[src/sync_relay_pkg.sv]
// What this block does
// - sample the command line once every master clock cycle, one bit each.
// - line is idle after more than four consecutive ones.
// - frame starts from idle with one zero, then four bits LSB first.
// - a single one stop bit closes the frame; decoder then waits for line idle again.
// - incoming line is phase aligned to local clock before decoding.
// - one decoded command is re-encoded and sent to all eight transmitters.
// - received commands are decoded further to drive local functions.
// - relay drives the third transmit lane of each fiber; matching receive unused.
package sync_relay_pkg;
  localparam int CMD_BITS        = 4;
  localparam int IDLE_ONES       = 4;
  localparam int FIBER_COUNT     = 8;
  localparam int LANE_COUNT      = 4;
  localparam int SYNC_LANE       = 2;
  localparam int CLOCK_PERIOD_NS = 4;
  localparam int BIT_TIME_NS     = 4;
  localparam int BIT_CYCLES      = (BIT_TIME_NS + CLOCK_PERIOD_NS - 1) / CLOCK_PERIOD_NS;
  localparam logic [3:0] RELAY_CMD_RESET = 4'h1;
  localparam logic [2:0] IDLE_CNT_RESET  = 3'h0;

  typedef enum logic [1:0] {
    ST_WAIT  = 2'b00,
    ST_IDLE  = 2'b01,
    ST_DATA  = 2'b11,
    ST_STOP  = 2'b10
  } rx_state_t;

  typedef struct packed {
    logic       valid;
    logic       framing_error;
    logic [3:0] command;
  } sync_cmd_t;
endpackage

[src/sync_encoder.sv]
`timescale 1ns/1ps
module sync_encoder (
  input  wire logic       clk_in,
  input  wire logic       rst_b_in,
  input  wire logic       send_in,
  input  wire logic [3:0] command_in,
  output logic            busy_out,
  output logic            line_out
);
  // **********
  // serial frame shifter
  // **********
  logic [5:0] shift;
  logic [2:0] left;
  logic [2:0] gap;

  always_ff @(posedge clk_in) begin
    if (!rst_b_in) begin
      shift <= 6'h3F;
      left  <= 3'h0;
      gap   <= 3'h5;
    end else if (left != 3'h0) begin
      shift <= {1'b1, shift[5:1]};
      left  <= left - 3'h1;
      gap   <= 3'h5;
    end else if (gap != 3'h0) begin
      gap   <= gap - 3'h1;
    end else if (send_in) begin
      // start, four bits lsb first, stop
      shift <= {1'b1, command_in, 1'b0};
      left  <= 3'h6;
    end
  end

  // idle gap keeps more than four ones between frames
  assign busy_out = (left != 3'h0) || (gap != 3'h0);
  always_ff @(posedge clk_in) begin
    if (!rst_b_in) begin
      line_out <= 1'b1;
    end else begin
      line_out <= (left != 3'h0) ? shift[0] : 1'b1;
    end
  end
endmodule

[src/fixed_latency_sync_relay.sv]
`timescale 1ns/1ps
module fixed_latency_sync_relay #(
  parameter int FIBERS = sync_relay_pkg::FIBER_COUNT
) (
  input  wire logic                    clk_in,
  input  wire logic                    rst_b_in,
  input  wire logic                    sync_line_in,
  input  wire logic [3:0]              relay_cmd_in,
  input  wire logic [FIBERS-1:0]       sync_rx_lane_in,
  output sync_relay_pkg::sync_cmd_t    cmd_out,
  output logic [15:0]                  local_decode_out,
  output logic                         line_idle_out,
  output logic [FIBERS-1:0]            fiber_sync_tx_out,
  output logic [FIBERS*4-1:0]          fiber_lane_tx_out,
  output logic                         relay_overrun_out
);
  // **********
  // elaboration check
  // **********
  if (FIBERS < 1 || FIBERS > 16) begin : g_bad_fibers
    $error("FIBERS out of range");
  end

  // **********
  // phase alignment of incoming line
  // **********
  logic [2:0] sync_pipe;
  logic       line;
  always_ff @(posedge clk_in) begin
    if (!rst_b_in) begin
      sync_pipe <= 3'h7;
      line      <= 1'b1;
    end else begin
      sync_pipe <= {sync_pipe[1:0], sync_line_in};
      // one sample per symbol, so no agreement filter
      line      <= sync_pipe[2];
    end
  end

  // **********
  // idle detection
  // **********
  logic [2:0] ones_cnt;
  always_ff @(posedge clk_in) begin
    if (!rst_b_in) begin
      ones_cnt <= sync_relay_pkg::IDLE_CNT_RESET;
    end else if (!line) begin
      ones_cnt <= 3'h0;
    end else if (ones_cnt <= 3'(sync_relay_pkg::IDLE_ONES)) begin
      ones_cnt <= ones_cnt + 3'h1;
    end
  end
  logic idle_now;
  assign idle_now      = ones_cnt > 3'(sync_relay_pkg::IDLE_ONES);
  assign line_idle_out = idle_now;

  // **********
  // frame decoder
  // **********
  sync_relay_pkg::rx_state_t state;
  logic [1:0] bit_cnt;
  logic [3:0] data;
  always_ff @(posedge clk_in) begin
    if (!rst_b_in) begin
      state <= sync_relay_pkg::ST_WAIT;
    end else begin
      case (state)
        sync_relay_pkg::ST_WAIT: begin
          if (idle_now) begin
            state <= sync_relay_pkg::ST_IDLE;
          end
        end
        sync_relay_pkg::ST_IDLE: begin
          if (!line) begin
            state <= sync_relay_pkg::ST_DATA;
          end
        end
        sync_relay_pkg::ST_DATA: begin
          if (bit_cnt == 2'h3) begin
            state <= sync_relay_pkg::ST_STOP;
          end
        end
        sync_relay_pkg::ST_STOP: begin
          state <= sync_relay_pkg::ST_WAIT;
        end
        default: begin
          state <= sync_relay_pkg::ST_WAIT;
        end
      endcase
    end
  end

  // data bit counter, cleared outside the data phase
  always_ff @(posedge clk_in) begin
    if (!rst_b_in) begin
      bit_cnt <= 2'h0;
    end else if (state == sync_relay_pkg::ST_DATA) begin
      bit_cnt <= bit_cnt + 2'h1;
    end else begin
      bit_cnt <= 2'h0;
    end
  end

  // lsb first, so shift in from the top
  always_ff @(posedge clk_in) begin
    if (!rst_b_in) begin
      data <= 4'h0;
    end else if (state == sync_relay_pkg::ST_DATA) begin
      data <= {line, data[3:1]};
    end
  end

  always_ff @(posedge clk_in) begin
    if (!rst_b_in) begin
      cmd_out <= '0;
    end else begin
      cmd_out.valid         <= (state == sync_relay_pkg::ST_STOP) && line;
      cmd_out.framing_error <= (state == sync_relay_pkg::ST_STOP) && !line;
      if (state == sync_relay_pkg::ST_STOP) begin
        cmd_out.command <= data;
      end
    end
  end

  // **********
  // local one-hot decode
  // **********
  always_ff @(posedge clk_in) begin
    if (!rst_b_in) begin
      local_decode_out <= 16'h0000;
    end else begin
      local_decode_out <= 16'h0000;
      if ((state == sync_relay_pkg::ST_STOP) && line) begin
        local_decode_out[data] <= 1'b1;
      end
    end
  end

  // **********
  // relay re-encoding
  // **********
  logic relay_send;
  logic enc_busy;
  logic enc_line;
  assign relay_send = cmd_out.valid && (cmd_out.command == relay_cmd_in);
  always_ff @(posedge clk_in) begin
    if (!rst_b_in) begin
      relay_overrun_out <= 1'b0;
    end else begin
      relay_overrun_out <= relay_send && enc_busy;
    end
  end

  sync_encoder u_encoder (
    .clk_in     (clk_in),
    .rst_b_in   (rst_b_in),
    .send_in    (relay_send),
    .command_in (cmd_out.command),
    .busy_out   (enc_busy),
    .line_out   (enc_line)
  );

  // **********
  // fiber fan-out, sync on third lane
  // **********
  always_comb begin
    fiber_lane_tx_out = '0;
    for (int f = 0; f < FIBERS; f++) begin
      fiber_sync_tx_out[f] = enc_line;
      fiber_lane_tx_out[f*4 + sync_relay_pkg::SYNC_LANE] = enc_line;
    end
  end
  // returning sync lanes are ignored by design
  logic unused_rx;
  assign unused_rx = ^sync_rx_lane_in;
endmodule

[config.mk]
export PLATFORM = sky130hd
export DESIGN_NAME = fixed_latency_sync_relay
export DESIGN_NICKNAME = d
export VERILOG_FILES = /design/src/sync_relay_pkg.sv /design/src/sync_encoder.sv /design/src/fixed_latency_sync_relay.sv
export SDC_FILE = /design/constraint.sdc
export NUM_CORES = 1
export LEC_CHECK = 0
export ABC_AREA = 1
export BUFFER_PORTS_ARGS = -buffer_cell sky130_fd_sc_hd__buf_2
export CELL_PAD_IN_SITES_DETAIL_PLACEMENT = 2
export CELL_PAD_IN_SITES_GLOBAL_PLACEMENT = 2
export CORE_ASPECT_RATIO = 0.6
export CORE_MARGIN = 1.5
export CORE_UTILIZATION = 27
export CTS_CLUSTER_DIAMETER = 120
export DETAILED_ROUTE_END_ITERATION = 6
export PLACE_DENSITY_LB_ADDON = 0.1
export SYNTH_ARGS = -nofsm -noshare
export SYNTH_HDL_FRONTEND = slang
export SYNTH_SLANG_ARGS = --single-unit
export TNS_END_PERCENT = 20
[constraint.sdc]
create_clock -name clk_in -period 1.8 [get_ports clk_in]
set_input_delay 0.36 -clock clk_in [delete_from_list [all_inputs] [get_ports clk_in]]
set_output_delay 0.36 -clock clk_in [all_outputs]
set_load 0.01 [all_outputs]
==> results by group <==
Run status
  – Outcome: completed

Worst setup path
  – Worst-path fanout max: 3
  – Critical Path Sink Type: output pin
  – Worst R2R Path Depth: 8
  – CP Class: reg2out
  – Setup crit start kind: flop
  – CP Data Arrival Time: 1.24 ns
  – WP data required: 1.44 ns

Finish
  – N_diodes: 0
  – Multi-input logic area: 830.8 um2
  – Final Core Density: 32.05%
  – Share of layout cells above drive strength 1: 26.35%
  – Fillcell total: 897
  – Register area: 1001 um2
  – Area delta synth->final: 15.64%
  – Nets: 317

Synth
  – Cell variety after synth: 30
  – Post-synth EDFFs: 0
  – Mean Syn Cell Area: 8.433 um2
  – Cells after Synth: 258
  – Sequential fraction of the synthesis area: 46.00%
  – Syn Std Cell Area: 2176 um2
  – Top FF cell, synth: dfxtp_1
  – YS warnings: 0
  – Post-synthesis register bit count: 50
  – Async SR Flop Fraction: 0%

Route
  – Drt drc: 0
  – Wirelength per Cell: 12.14 um
  – Drt first-iter violations: 37
  – Routed Antenna Nets: 0
  – Final wirelength: 4.905 mm
  – Drt pass-1 iters: 2
  – Via Count: 1633
  – Via density: 4.042

CTS
  – CTS Buf Count: 5
  – CTS max path bufs: 2
  – Clock root cell: clkbuf_16
  – Setup bufs post-CTS: 0
  – PostCTS Resize Cnt: 0
  – Clock Latency Late Sink: 0.29 ns
  – CTS tree: built
  – Reg clk slew, reported paths: 0.07 ns
  – Clock Sink Count: 50
  – H-tree levels: 2
  – CTS Hold Bufs: 0

Power and ir drop
  – Sw Ratio: 33.15%
  – PD cells: 1309 nW/um2
  – Total power: 0.003293 W
  – Clock network power share: 33.5%
  – Internal: 0.002201 W
  – Leakage power: 1.171 nW
  – Worst vdd ir: 356.7 uV
  – Comb pwr share: 26.8%
  – Sequential Power Share: 39.8%
  – Psw: 0.001092 W

Placement
  – Placer Congestion: 0.7537
  – HPWL after DPL: 3.794 mm
  – IO Port Bufs: 46

GRT
  – First-pass GRT wire length: 8.079 mm
  – Total Routing Usage GR: 12.20%
  – Largest net degree at the start of global routing: 18
  – Vias in the first global route: 1587
  – Overflow after GRT: 0
  – Initial antenna violation count: 0

Floorplanning
  – Chip height: 72.54 um
  – Die width: 118.9 um
  – Starting Density: 27.71%
  – Die area: 8624 um2
  – Ports: 79
  – Rows: 25
  – Core ar.: 7851 um2

STA
  – Tcrit/Tclk final: 89.06%
  – RSZ-0062 raised after global routing: false
  – Hold Fails Final Rpt: 0
  – Crit path time final: 1.603 ns
  – TNS Setup: 0 ns
  – Final setup fails: 0
  – Skew final: 0.01031 ns
  – Final Slew Violations: 0
  – Max Fclk: 0.6238 GHz

Run
  – Max-Cap Viols: 0

Hold path
  – Worst Hold Path Cells: 2
  – Hold Crit Class: in2reg
synth_stat cells (all sizes together), types with 2 or more instances:
cell	instances	area (um2)
nor2	32	151.4
or2	4	25.03
xor2	2	17.52
nand2	34	145.1
ha	7	87.58
a21oi	12	60.06
a211oi	3	22.52
dfxtp	50	1001
o21ai	16	80.07
inv	31	116.4
nand3	17	110.1
buf	42	310.3
worst max-delay path, cell delays in order (launching register included):
cell	delay, ns
dfxtp_1	0.38
inv_1	0.06
ha_1	0.21
nor2_1	0.16
buf_2	0.16
cell type report:
cell class / count / share of cell area [%]
clock buffer: 5 / 4.973
inverter: 31 / 4.625
timing repair buffer: 50 / 10.34
tap: 108 / 5.370
multi-input combinational: 157 / 33.02
sequential: 50 / 39.78
clock inverter: 3 / 1.890
final timing paths:
check | end | slack [ns] | from
hold / removal | sync_pipe[0]$_SDFF_PN1_ | 0.25 | sync_line_in
setup / recovery | line_idle_out | 0.20 | ones_cnt[0]$_SDFFE_PN0N_
setup reg to reg | u_encoder.shift[1]$_SDFFE_PN1P_ | 0.34 | u_encoder.left[0]$_SDFFE_PN0P_
hold reg to reg | sync_pipe[1]$_SDFF_PN1_ | 0.42 | sync_pipe[0]$_SDFF_PN1_
routing by layer:
layer | routed length [um] | vias to the layer above | global-route usage [%]
li1 | - | 818 | -
met1 | 2694 | 769 | 17.11
met2 | 1911 | 41 | 18.22
met3 | 259 | 5 | 4.009
met4 | 40 | 0 | 2.811
met5 | 0 | - | 0
cell usage in the layout, fill, tap and decap left out, types with 5 or more instances in the layout:
cell type	synthesis	layout
nor2_1	27	27
a21oi_1	12	12
o21ai_0	15	15
inv_1	27	27
dfxtp_1	50	50
conb_1	1	24
nand2_1	31	31
nand3_2	5	5
buf_2	2	46
ha_1	7	7
nand3_1	12	12
clkbuf_16	0	5
metrics by stage:
stage / setup WS (ns) / hold slack (ns) / area, um2 / instances
2_1_floorplan: 0.5305 / 0.3925 / 2262 / 281
3_3_place_gp: 0.3574 / 0.3948 / 2344 / 396
3_5_place_dp: 0.3080 / 0.4112 / 2344 / 396
4_1_cts: 0.1723 / 0.2423 / 2516 / 404
5_1_grt: 0.07064 / 0.2459 / 2516 / 404
6_report: 0.1970 / 0.2468 / 2516 / 404
state kept, by name (all words and copies together) (netlist names):
register            count
bit_cnt                 2
cmd_out                 6
data                    4
line                    1
local_decode_out       16
ones_cnt                3
relay_overrun_out       1
state                   2
sync_pipe               3
u_encoder.gap           3
u_encoder.left          3
u_encoder.line_out      1
u_encoder.shift         5
power groups by stage:
stage	clock [W]	sequential (W)	combinational [W]
finish	0.00110	0.00131	0.000882
global route	0.00118	0.00133	0.00105
CTS	0.00114	0.00131	0.000898
detailed placement	0	0.00134	0.000889
global placement	0	0.00133	0.000875
floorplan	0	0.00132	0.000763
cell families (layout without fill, tap and decap cells):
family / Yosys count / count (layout) / synth area share, %
and+or+nand+nor: 89 / 89 / 20.36
buffers and inverters: 74 / 89 / 19.78
DFF: 50 / 50 / 46.00
AOI/OAI and AO/OA: 34 / 34 / 8.453
adders and majority gates: 7 / 7 / 4.025
xor gates and xnor gates: 3 / 3 / 1.208
other: 1 / 24 / 0.1723
(Power assumes the default switching activity.)
